## src/shared/phy_status_map.vh

```
// register offsets, field positions and reset values of the quick status block
`ifndef PHY_STATUS_MAP_VH
`define PHY_STATUS_MAP_VH

// byte addresses on the avalon slave
`define QS_ADDR_STATUS     4'h0
`define QS_ADDR_CONTROL    4'h4
`define QS_ADDR_IRQ_STAT   4'h8
`define QS_ADDR_IRQ_CLEAR  4'hc
`define QS_ADDR_IRQ_ENABLE 4'h0
`define QS_ADDR_AW         4
`define QS_ADDR_ENABLE_B   5'h10

// quick status bit positions
`define QS_BIT_RSVD        15
`define QS_BIT_SWAP        14
`define QS_BIT_RXERR       13
`define QS_BIT_POL         12
`define QS_BIT_FCAR        11
`define QS_BIT_SDET        10
`define QS_BIT_LOCK        9
`define QS_BIT_PAGE        8
`define QS_BIT_IRQ         7

// control register bit positions
`define CTL_BIT_AUTO       0
`define CTL_BIT_FORCE      1
`define CTL_BIT_QUAL       2
`define CTL_RESET          3'h1

// clear-on-read strobes, one per source register
`define CLR_RXERR          0
`define CLR_POL            1
`define CLR_FCAR           2
`define CLR_PAGE           3
`define CLR_IRQ            4
`define CLR_LOCK           5

// event status bits
`define EV_RXERR           0
`define EV_FCAR            1
`define EV_LOCK_LOSS       2
`define EV_PAGE            3
`define EV_W               4

`define READ_ZERO          32'h0000_0000
`endif

```

## src/phy_quick_status.v

```verilog
// quick status word of one transceiver port with its avalon slave
`timescale 1ns/10ps
//
// Function
// - bit 15 ignores writes and always reads zero.
// - pair swap bit is 1 when receive uses the transmit pair.
// - with auto crossover on and not forced, swap bit tracks algorithm live.
// - receive-error latch sets on any error, clears on error counter read.
// - polarity bit mirrors inverted-polarity flag, clears on its source read.
// - false-carrier latch sets on any event, clears on counter read.
// - signal detect reported latch-low like lock: raw detect, ANDed with lock when qualifier is set.
// - descrambler lock reported latch-low, loss held at zero until seen.
// - page-received copies expansion flag, cleared only by expansion read.
// - interrupt-pending bit high while internal interrupt outstanding.
`include "phy_status_map.vh"

module phy_quick_status (
  input  wire        clk_in,
  input  wire        rst_in,
  // avalon-mm slave
  input  wire [4:0]  avs_address_in,
  input  wire        avs_read_in,
  input  wire        avs_write_in,
  input  wire [31:0] avs_writedata_in,
  output reg  [31:0] avs_readdata_out,
  output reg         avs_waitrequest_out,
  // sources from the port logic, outside this clock domain
  input  wire        pair_swap_algo_in,
  input  wire        rx_error_event_in,
  input  wire        polarity_inverted_in,
  input  wire        false_carrier_event_in,
  input  wire        signal_detect_raw_in,
  input  wire        descrambler_lock_in,
  input  wire        page_received_in,
  input  wire        internal_irq_in,
  // clearing reads of the source registers, same clock
  input  wire [5:0]  source_read_in,
  output reg  [15:0] phy_quick_status_out,
  output reg         irq_out
);

  ////////////////////////////////////////////////////////////////////////////
  // two-flop synchronisers for all port-side sources
  reg  [7:0] sync_a;
  reg  [7:0] sync_b;
  wire [7:0] raw_src = {internal_irq_in, page_received_in, descrambler_lock_in,
                        signal_detect_raw_in, false_carrier_event_in,
                        polarity_inverted_in, rx_error_event_in,
                        pair_swap_algo_in};

  always @(posedge clk_in) begin
    if (rst_in) begin
      sync_a <= 8'h00;
      sync_b <= 8'h00;
    end else begin
      sync_a <= raw_src;
      sync_b <= sync_a;
    end
  end

  wire s_swap  = sync_b[0];
  wire s_rxerr = sync_b[1];
  wire s_pol   = sync_b[2];
  wire s_fcar  = sync_b[3];
  wire s_sdraw = sync_b[4];
  wire s_lock  = sync_b[5];
  wire s_page  = sync_b[6];
  wire s_irq   = sync_b[7];

  ////////////////////////////////////////////////////////////////////////////
  // registers
  reg  [2:0]       control;
  reg  [`EV_W-1:0] ev_status;
  reg  [`EV_W-1:0] ev_enable;
  reg              rxerr_latch;
  reg              fcar_latch;
  reg              pol_flag;
  reg              page_flag;
  reg              irq_flag;
  reg              lock_ll;
  reg              sdet_ll;
  reg              lock_armed;

  wire auto_en = control[`CTL_BIT_AUTO];
  wire force_x = control[`CTL_BIT_FORCE];
  wire qual_en = control[`CTL_BIT_QUAL];

  // live swap when auto and not forced, else forced setting
  wire swap_now = (auto_en && !force_x) ? s_swap : force_x;
  wire sdet_now = qual_en ? (s_sdraw & s_lock) : s_sdraw;

  // latch-low: set wins toward zero; read re-arms to live value
  function latch_low;
    input cur;
    input live;
    input clr;
    begin
      latch_low = clr ? live : (cur & live);
    end
  endfunction

  // sticky set: set wins over clear
  function latch_high;
    input cur;
    input set;
    input clr;
    begin
      latch_high = set | (cur & ~clr);
    end
  endfunction

  wire acc       = avs_read_in | avs_write_in;
  wire take      = acc & avs_waitrequest_out;
  // write lands at the edge where the master sees waitrequest low
  wire wr_take   = avs_write_in & ~avs_waitrequest_out;
  wire lock_fall = lock_armed & ~s_lock;

  always @(posedge clk_in) begin
    if (rst_in) begin
      rxerr_latch <= 1'b0;
      fcar_latch  <= 1'b0;
      pol_flag    <= 1'b0;
      page_flag   <= 1'b0;
      irq_flag    <= 1'b0;
      lock_ll     <= 1'b0;
      sdet_ll     <= 1'b0;
      lock_armed  <= 1'b0;
    end else begin
      rxerr_latch <= latch_high(rxerr_latch, s_rxerr, source_read_in[`CLR_RXERR]);
      fcar_latch  <= latch_high(fcar_latch, s_fcar, source_read_in[`CLR_FCAR]);
      pol_flag    <= latch_high(pol_flag, s_pol, source_read_in[`CLR_POL]);
      page_flag   <= latch_high(page_flag, s_page, source_read_in[`CLR_PAGE]);
      irq_flag    <= latch_high(irq_flag, s_irq, source_read_in[`CLR_IRQ]);
      lock_ll     <= latch_low(lock_ll, s_lock, source_read_in[`CLR_LOCK]);
      sdet_ll     <= latch_low(sdet_ll, sdet_now, source_read_in[`CLR_LOCK]);
      lock_armed  <= s_lock;
    end
  end

  wire [15:0] status_word;
  assign status_word[`QS_BIT_RSVD]  = 1'b0;
  assign status_word[`QS_BIT_SWAP]  = swap_now;
  assign status_word[`QS_BIT_RXERR] = rxerr_latch;
  assign status_word[`QS_BIT_POL]   = pol_flag;
  assign status_word[`QS_BIT_FCAR]  = fcar_latch;
  assign status_word[`QS_BIT_SDET]  = sdet_ll;
  assign status_word[`QS_BIT_LOCK]  = lock_ll;
  assign status_word[`QS_BIT_PAGE]  = page_flag;
  assign status_word[`QS_BIT_IRQ]   = irq_flag;
  assign status_word[6:0]           = 7'h00;

  ////////////////////////////////////////////////////////////////////////////
  // event status, enable and clear
  wire [`EV_W-1:0] ev_set;
  assign ev_set[`EV_RXERR]     = s_rxerr;
  assign ev_set[`EV_FCAR]      = s_fcar;
  assign ev_set[`EV_LOCK_LOSS] = lock_fall;
  assign ev_set[`EV_PAGE]      = s_page & ~page_flag;

  wire in_hi = avs_address_in[4];
  wire [3:0] lo = avs_address_in[3:0];

  always @(posedge clk_in) begin
    if (rst_in) begin
      control   <= `CTL_RESET;
      ev_status <= {`EV_W{1'b0}};
      ev_enable <= {`EV_W{1'b0}};
    end else begin
      if (wr_take && !in_hi && lo == `QS_ADDR_CONTROL)
        control <= avs_writedata_in[2:0];
      if (wr_take && in_hi && lo == `QS_ADDR_IRQ_ENABLE)
        ev_enable <= avs_writedata_in[`EV_W-1:0];
      if (wr_take && !in_hi && lo == `QS_ADDR_IRQ_CLEAR)
        ev_status <= ev_set | (ev_status & ~avs_writedata_in[`EV_W-1:0]);
      else
        ev_status <= ev_set | ev_status;
    end
  end

  ////////////////////////////////////////////////////////////////////////////
  // avalon answer: one wait cycle, data registered
  reg [31:0] next_readdata;

  always @* begin
    next_readdata = `READ_ZERO;
    if (in_hi) begin
      if (lo == `QS_ADDR_IRQ_ENABLE)
        next_readdata = {28'h0000000, ev_enable};
    end else begin
      case (lo)
        `QS_ADDR_STATUS:   next_readdata = {16'h0000, status_word};
        `QS_ADDR_CONTROL:  next_readdata = {29'h00000000, control};
        `QS_ADDR_IRQ_STAT: next_readdata = {28'h0000000, ev_status};
        default:           next_readdata = `READ_ZERO;
      endcase
    end
  end

  always @(posedge clk_in) begin
    if (rst_in) begin
      avs_waitrequest_out  <= 1'b1;
      avs_readdata_out     <= `READ_ZERO;
      phy_quick_status_out <= 16'h0000;
      irq_out              <= 1'b0;
    end else begin
      avs_waitrequest_out <= ~(acc & avs_waitrequest_out);
      if (take && avs_read_in)
        avs_readdata_out <= next_readdata;
      phy_quick_status_out <= status_word;
      irq_out <= |(ev_status & ev_enable);
    end
  end

endmodule // phy_quick_status

```

## config.mk

```make
export PLATFORM = sky130hd
export DESIGN_NAME = phy_quick_status
export DESIGN_NICKNAME = d
export VERILOG_FILES = /design/src/phy_quick_status.v
export VERILOG_INCLUDE_DIRS = /design/src /design/src/shared
export SDC_FILE = /design/constraint.sdc
export NUM_CORES = 1
export LEC_CHECK = 0
export BUFFER_PORTS_ARGS = -buffer_cell sky130_fd_sc_hd__buf_4
export CORE_AREA = 3 3 75 77
export DETAILED_ROUTE_END_ITERATION = 10
export DIE_AREA = 0 0 78 80
export HOLD_SLACK_MARGIN = 0.15
export MAX_ROUTING_LAYER = met4
export PLACE_DENSITY = 0.87
export SKIP_LAST_GASP = 1
export SYNTH_ARGS = -nofsm -noshare
export SYNTH_HDL_FRONTEND = slang
export SYNTH_SLANG_ARGS = --single-unit
```

## constraint.sdc

```tcl
create_clock -name clk_in -period 1.4 [get_ports clk_in]
set_clock_uncertainty 0.05 [all_clocks]
set_input_delay 0.28 -clock clk_in [delete_from_list [all_inputs] [get_ports clk_in]]
set_output_delay 0.28 -clock clk_in [all_outputs]
set_load 0.1 [all_outputs]
```

==> results of run 1 <==
## through the flow
stage / power (mW) / std cells
floorplan: 2.34 / 267
global placement: 2.42 / 354
detailed placement: 2.42 / 354
CTS: 4.10 / 383
global route: 4.22 / 383
finish: 4.06 / 383
## registers in the layout (all words and copies together), names as in the netlist
register and count:
ev_status 4, irq_flag 1, sync_b 8, sdet_ll 1, control 3, rxerr_latch 1, avs_waitrequest_out 1, irq_out 1
page_flag 1, sync_a 8, avs_readdata_out 12, pol_flag 1, lock_ll 1, ev_enable 4, lock_armed 1, fcar_latch 1
phy_quick_status_out 8
## placed cells by master (no fill, tap or decap), types with 2 or more instances in the layout
master	synthesis	layout
sky130_fd_sc_hd__nand2b_1	4	4
sky130_fd_sc_hd__o21ai_1	4	4
sky130_fd_sc_hd__a31oi_1	4	4
sky130_fd_sc_hd__clkbuf_8	0	10
sky130_fd_sc_hd__buf_4	28	58
sky130_fd_sc_hd__conb_1	1	28
sky130_fd_sc_hd__nor2_1	9	9
sky130_fd_sc_hd__nand4_1	4	4
sky130_fd_sc_hd__nand4b_1	9	9
sky130_fd_sc_hd__nand2_1	12	12
sky130_fd_sc_hd__inv_1	7	7
sky130_fd_sc_hd__bufinv_16	0	2
sky130_fd_sc_hd__a22oi_1	2	2
sky130_fd_sc_hd__clkbuf_1	7	2
sky130_fd_sc_hd__and3b_1	6	6
sky130_fd_sc_hd__a21oi_1	22	22
sky130_fd_sc_hd__mux2i_1	3	3
sky130_fd_sc_hd__dlygate4sd3_1	0	14
sky130_fd_sc_hd__dfxtp_1	57	56
sky130_fd_sc_hd__nor2b_1	27	27
sky130_fd_sc_hd__o21ai_0	9	9
sky130_fd_sc_hd__a311oi_1	2	2
## worst register-to-register path, delay by kind of cell (launching register included)
kind               cells  cell delay, ps
AOI/OAI and AO/OA      1             170
DFF                    1             370
and+or+nand+nor        2             600
## final timing paths
check | startpoint | endpoint | depth (start not counted)
hold reg to reg | sync_b[2]$_SDFF_PP0_ | pol_flag$_SDFF_PP0_ | 2
setup / recovery | avs_waitrequest_out$_SDFF_PP1_ | avs_waitrequest_out | 1
hold / removal | source_read_in[0] | rxerr_latch$_SDFF_PP0_ | 3
setup reg to reg | avs_waitrequest_out$_SDFF_PP1_ | avs_readdata_out[9]$_SDFFE_PP0P_ | 3
## per-layer routing
metal / part of all wire (%) / vias up / GRT usage, %
li1: - / 901 / -
met1: 42 / 799 / 19.4
met2: 49 / 77 / 24.5
met3: 8.0 / 8 / 4.29
met4: 1.5 / 0 / 10.3
met5: 0 / - / -
## kinds of logic after synthesis
family                 Yosys count
muxes                            3
other                            1
buffers and inverters           49
AOI/OAI and AO/OA               49
and+or+nand+nor                 81
DFF                             57
## power groups by stage
stage / Sequential, mW / Combinational [mW] / Clock (mW)
3_3_place_gp: 1.73 / 0.685 / 0
5_1_grt: 1.70 / 0.756 / 1.76
2_1_floorplan: 1.83 / 0.508 / 0
6_report: 1.70 / 0.721 / 1.64
3_5_place_dp: 1.73 / 0.689 / 0
4_1_cts: 1.70 / 0.720 / 1.68
## layout make-up
type	count	area (um2)	share of cell area, %
sequential	57	1140	38.2
timing repair buffer	73	587	19.6
tap	70	87.6	2.92
inverter	7	26.3	0.877
clock inverter	3	65.1	2.17
multi-input combinational	161	941	31.4
clock buffer	12	145	4.84
## repair_timing
item,CTS,global route
resized for setup,0,1
hold buffers,14,0
endpoints found under the hold margin,13,0
setup endpoints to repair,0,1
==> impl_metrics.json, run 1 <==
{
  "vias": 1785,
  "finalMaxSlewViolations": 0,
  "post-cts-setup-buffer-count": 0,
  "cts_max_path_buffers": 2,
  "cts.htree.levels": 3,
  "p_leak_nw": 1.28,
  "switching_share_pct": 29.2,
  "postRouteAntennaNets": 0,
  "die_w_um": 78,
  "synth.top_cells.by_count": "sky130_fd_sc_hd__dfxtp_1 (57), sky130_fd_sc_hd__buf_4 (28), sky130_fd_sc_hd__nor2b_1 (27), sky130_fd_sc_hd__a21oi_1 (22), sky130_fd_sc_hd__nand2_1 (12)",
  "global_placement_routability_congestion": 0.919,
  "yosysTopAreaCellShare_pct": 50.0,
  "syn_to_layout_area_delta_pct": 31.4,
  "fillerInstances": 472,
  "cpPeakStageDelay_ps": 370,
  "clk_latency_ps": 330,
  "postPlaceCellArea_um2": 2640,
  "drt_first_pass_iters": 4,
  "netSwitchingPower_mw": 1.19,
  "detail_route.wirelength_um": 4710,
  "most_instantiated_library_cell_after_synthesis": "sky130_fd_sc_hd__dfxtp_1",
  "insertedDiodeCount": 0,
  "power_frac_comb_pct": 17.8,
  "synth_sequential_area_ratio_pct": 50.0,
  "place_worst_setup_slack_ps": -36.4,
  "post_route_cells_drive_above_1_share_pct": 24.6,
  "final_critical_path_setup_slack_ps": 87.0,
  "compound_gate_portion_of_the_synthesized_area_pct": 12.8,
  "first_pass_grt_wire_length_um": 7520,
  "syn_area_um2": 2280,
  "pwr-share-clk_pct": 40.4,
  "holdCritPathClass": "primary input to register",
  "synth_enable_flop_cells": 0,
  "numClockSinks": 57,
  "power.ir.vdd_worst_uv": 655,
  "dominantRegCellSynth": "sky130_fd_sc_hd__dfxtp_1",
  "grt_pass1_vias": 1648,
  "timing.setup.tns_ps": 0,
  "postLayoutCellArea_um2": 3000,
  "synthAdderAreaFrac_pct": 0,
  "synth_warnings": 0,
  "wire_per_inst_um": 12.3,
  "muxShareOfSynthArea_pct": 1.32,
  "setup_viol_count_final": 0,
  "floorplan.core_area_um2": 5070,
  "synthXorXnorAreaFrac_pct": 0,
  "synth_simple_gate_area_share_pct": 22.5,
  "achievable-frequency_mhz": 762,
  "floorplan.die_area_um2": 6240,
  "main_combinational_cell_family_by_area_after_synthesis": "simple AND/OR/NAND/NOR gates",
  "report.final.hold_viol_count": 0,
  "cts.reportedPaths.clkPinSlew_ps": 60,
  "nNetsFinal": 364,
  "cts.root.buffer_cell": "sky130_fd_sc_hd__clkbuf_8",
  "post_synth_num_cell_types": 38,
  "cts_buffers": 9,
  "final.period_utilization_pct": 93.8,
  "power_per_cell_area_nw_per_um2": 1350,
  "place_hpwl_um": 3420,
  "io_pins": 105,
  "die_y_um": 80,
  "worstSetupPathType": "register to output pin",
  "r2r_slack_ps": 140,
  "hold_slack_ps": 170,
  "register_bit_count_reported_by_yosys": 57,
  "initial_util_pct": 44.9,
  "drt_iter0_drc": 135,
  "cts_tree": "yes",
  "grt.overflow.total": 0,
  "period_needed_ps": 1310,
  "ys_top_cells_by_area": "sky130_fd_sc_hd__dfxtp_1 (50%), sky130_fd_sc_hd__buf_4 (9.2%), sky130_fd_sc_hd__nor2b_1 (7.4%)",
  "asyncSetResetFlopFracSynth_pct": 0,
  "synthDominantAreaCellType": "sky130_fd_sc_hd__dfxtp_1",
  "final_core_util_pct": 59.0,
  "via_per_instance_ratio": 4.66,
  "cp.required_ps": 1070,
  "cp_max_fo": 7,
  "drc": 0,
  "worstPathBufferInverterCount": 1,
  "post_synth_inst_count": 240,
  "worst_path_dominant_cell_family": "flip-flops",
  "chain_of_cells_forming_the_critical_path": "buf_4",
  "syn_area_per_cell_um2": 9.50,
  "rsz0062_at_grt": "no",
  "io_buffer_count": 48,
  "rows": 26,
  "sequentialPowerShare_pct": 41.9,
  "run_status": "finished, final reports clean",
  "max_cap_violations": 0,
  "crit_path_top_delay_cell": "sky130_fd_sc_hd__dfxtp_4",
  "grt.total_usage_pct": 16.3,
  "worstSetupEndpointType": "output pin",
  "grt_start_max_net_pins": 31,
  "arrival_worst_endpoint_ps": 980,
  "antenna_violations_before_repair": 0,
  "cp-start-kind": "register",
  "p_int_mw": 2.87
}
Power figures use the tool's default switching activity.
==> run 2, diff against run 1 <==
==> constraint.sdc (replaced) <==
create_clock -name clk_in -period 1.4 [get_ports clk_in]
set_clock_uncertainty 0.05 [all_clocks]
set_input_delay 0.21 -clock clk_in [delete_from_list [all_inputs] [get_ports clk_in]]
set_output_delay 0.21 -clock clk_in [all_outputs]
set_load 0.1 [all_outputs]
==> impl_metrics.json, run 2 (synthesis results as in run 1) <==
{
  "arrival_worst_endpoint_ps": 1580,
  "p_int_mw": 2.85,
  "place_hpwl_um": 3310,
  "drt_first_pass_iters": 4,
  "report.final.hold_viol_count": 0,
  "chain_of_cells_forming_the_critical_path": "dlygate4sd3_1 -> buf_4 -> o211ai_1 -> dlygate4sd3_1",
  "wire_per_inst_um": 12.7,
  "pwr-share-clk_pct": 39.7,
  "period_needed_ps": 1360,
  "insertedDiodeCount": 0,
  "cp_max_fo": 3,
  "cpPeakStageDelay_ps": 550,
  "global_routing_usage_on_met1_pct": 19.3,
  "grt_start_max_net_pins": 31,
  "io_buffer_count": 48,
  "global_route_track_usage_on_met3_pct": 6.77,
  "cts.root.buffer_cell": "sky130_fd_sc_hd__clkbuf_8",
  "crit_path_top_delay_cell": "sky130_fd_sc_hd__dlygate4sd3_1",
  "cp.required_ps": 1620,
  "rows": 26,
  "worstHoldPathCells": 3,
  "netSwitchingPower_mw": 1.19,
  "setup_viol_count_final": 0,
  "final_core_util_pct": 60.2,
  "globalRoute.busiestLayer": "met2",
  "most_frequent_cp_cell": "sky130_fd_sc_hd__dlygate4sd3_1",
  "post-cts-setup-buffer-count": 0,
  "critical_path.reg2reg.startpoint": "avs_waitrequest_out$_SDFF_PP1_",
  "switching_share_pct": 29.6,
  "sequentialPowerShare_pct": 42.0,
  "cts.reportedPaths.clkPinSlew_ps": 60,
  "max_cap_violations": 0,
  "worstPathBufferInverterCount": 3,
  "grt_pass1_vias": 1682,
  "rsz0062_at_grt": "no",
  "global_placement_routability_congestion": 0.927,
  "vias": 1851,
  "r2r.worst_path.cells": 3,
  "grt.overflow.total": 0,
  "run_status": "finished, final reports clean",
  "cts.htree.levels": 3,
  "largest_register_ffs": 12,
  "io_pins": 105,
  "first_pass_grt_wire_length_um": 7850,
  "worst_path_dominant_cell_family": "buffers and inverters",
  "nNetsFinal": 368,
  "cp-start-kind": "primary input",
  "layout_common_cells": "sky130_fd_sc_hd__dfxtp_1 (56), sky130_fd_sc_hd__buf_4 (55), sky130_fd_sc_hd__conb_1 (28), sky130_fd_sc_hd__nor2b_1 (27), sky130_fd_sc_hd__a21oi_1 (22)",
  "postRouteAntennaNets": 0,
  "drt_iter0_drc": 149,
  "syn_to_layout_area_delta_pct": 34.0,
  "worstSetupEndpointType": "register",
  "detail_route.wirelength_um": 4910,
  "grt_util_met2_pct": 26.4,
  "antenna_violations_before_repair": 0,
  "holdCritPathClass": "primary input to register",
  "clk_latency_ps": 330,
  "achievable-frequency_mhz": 737,
  "p_leak_nw": 1.30,
  "timing.setup.tns_ps": 0,
  "initial_util_pct": 44.9,
  "drc": 0,
  "final.period_utilization_pct": 96.9,
  "cts_tree": "yes",
  "r2r-end": "control[1]$_SDFFE_PP0P_",
  "post_route_cells_drive_above_1_share_pct": 24.0,
  "finalMaxSlewViolations": 0,
  "worstSetupPathType": "primary input to register",
  "numClockSinks": 57,
  "power_frac_comb_pct": 18.3,
  "floorplan.core_area_um2": 5070,
  "cts_max_path_buffers": 2,
  "cts_buffers": 9,
  "die_w_um": 78,
  "floorplan.die_area_um2": 6240,
  "min_from": "avs_address_in[4]",
  "die_y_um": 80,
  "via_per_instance_ratio": 4.78,
  "r2r_slack_ps": 220,
  "power_per_cell_area_nw_per_um2": 1320,
  "grt.total_usage_pct": 17.0,
  "final_common_cell": "sky130_fd_sc_hd__dfxtp_1",
  "power.ir.vdd_worst_uv": 855,
  "register_containing_the_most_flip_flops_in_the_final_layout": "avs_readdata_out",
  "whs_endpoint": "ev_enable[2]$_SDFFE_PP0P_"
}
-- run 2: how the worst max path moves through the flow --
stage                                           from                          endpoint  slack, ps  depth (start not counted)
floorplan           avs_readdata_out[3]$_SDFFE_PP0P_  avs_readdata_out[3]$_SDFFE_PP0P_          9                          2
finish                                   avs_read_in    avs_waitrequest_out$_SDFF_PP1_         40                          4
CTS                                      avs_read_in    avs_waitrequest_out$_SDFF_PP1_         60                          4
global route                             avs_read_in    avs_waitrequest_out$_SDFF_PP1_         20                          4
detailed placement                 avs_address_in[2]         ev_enable[3]$_SDFFE_PP0P_         40                          4
global placement                   avs_address_in[4]           ev_status[3]$_SDFF_PP0_         60                          4
-- run 2: worst register-to-register path, stage by stage, from the launching register on --
cell	delay, ps
sky130_fd_sc_hd__dfxtp_4	360
sky130_fd_sc_hd__nor2b_1	150
sky130_fd_sc_hd__and4b_1	330
sky130_fd_sc_hd__mux2i_1	210
-- run 2: cell type report --
class / count / area [um2]
sequential: 57 / 1140
timing repair buffer: 77 / 643
inverter: 7 / 26.3
clock inverter: 2 / 35.0
multi-input combinational: 161 / 941
clock buffer: 13 / 179
tap: 70 / 87.6
fill: 456 / 2020
-- run 2: through the flow --
step | cell area, um2 | power (mW) | instances | hold WS [ps] | setup slack, ps
5_1_grt | 3060 | 4.19 | 387 | 167 | 17.3
3_5_place_dp | 2630 | 2.42 | 351 | 371 | 37.7
2_1_floorplan | 2390 | 2.34 | 267 | 265 | 8.85
6_report | 3060 | 4.04 | 387 | 168 | 43.8
3_3_place_gp | 2630 | 2.41 | 351 | 367 | 63.1
4_1_cts | 3060 | 4.08 | 387 | 150 | 57.0
-- run 2: power by group through the flow --
stage	Clock, mW	Combinational (mW)	Sequential, mW
6_report	1.60	0.739	1.70
3_5_place_dp	0	0.687	1.73
3_3_place_gp	0	0.682	1.73
4_1_cts	1.65	0.736	1.70
5_1_grt	1.72	0.772	1.70
2_1_floorplan	0	0.508	1.83
-- run 2: repair_timing --
action / CTS / global route
resized for setup: 0 / 0
hold buffers: 21 / 0
endpoints found under the hold margin: 27 / 0
setup endpoints to repair: 0 / 0
-- run 2: per-layer routing --
| layer | vias to the layer above | wire, um |
|---|---|---|
| met2 | 77 | 2400 |
| met3 | 11 | 394 |
| met5 | - | 0 |
| met4 | 0 | 89 |
| met1 | 850 | 2020 |
| li1 | 913 | - |
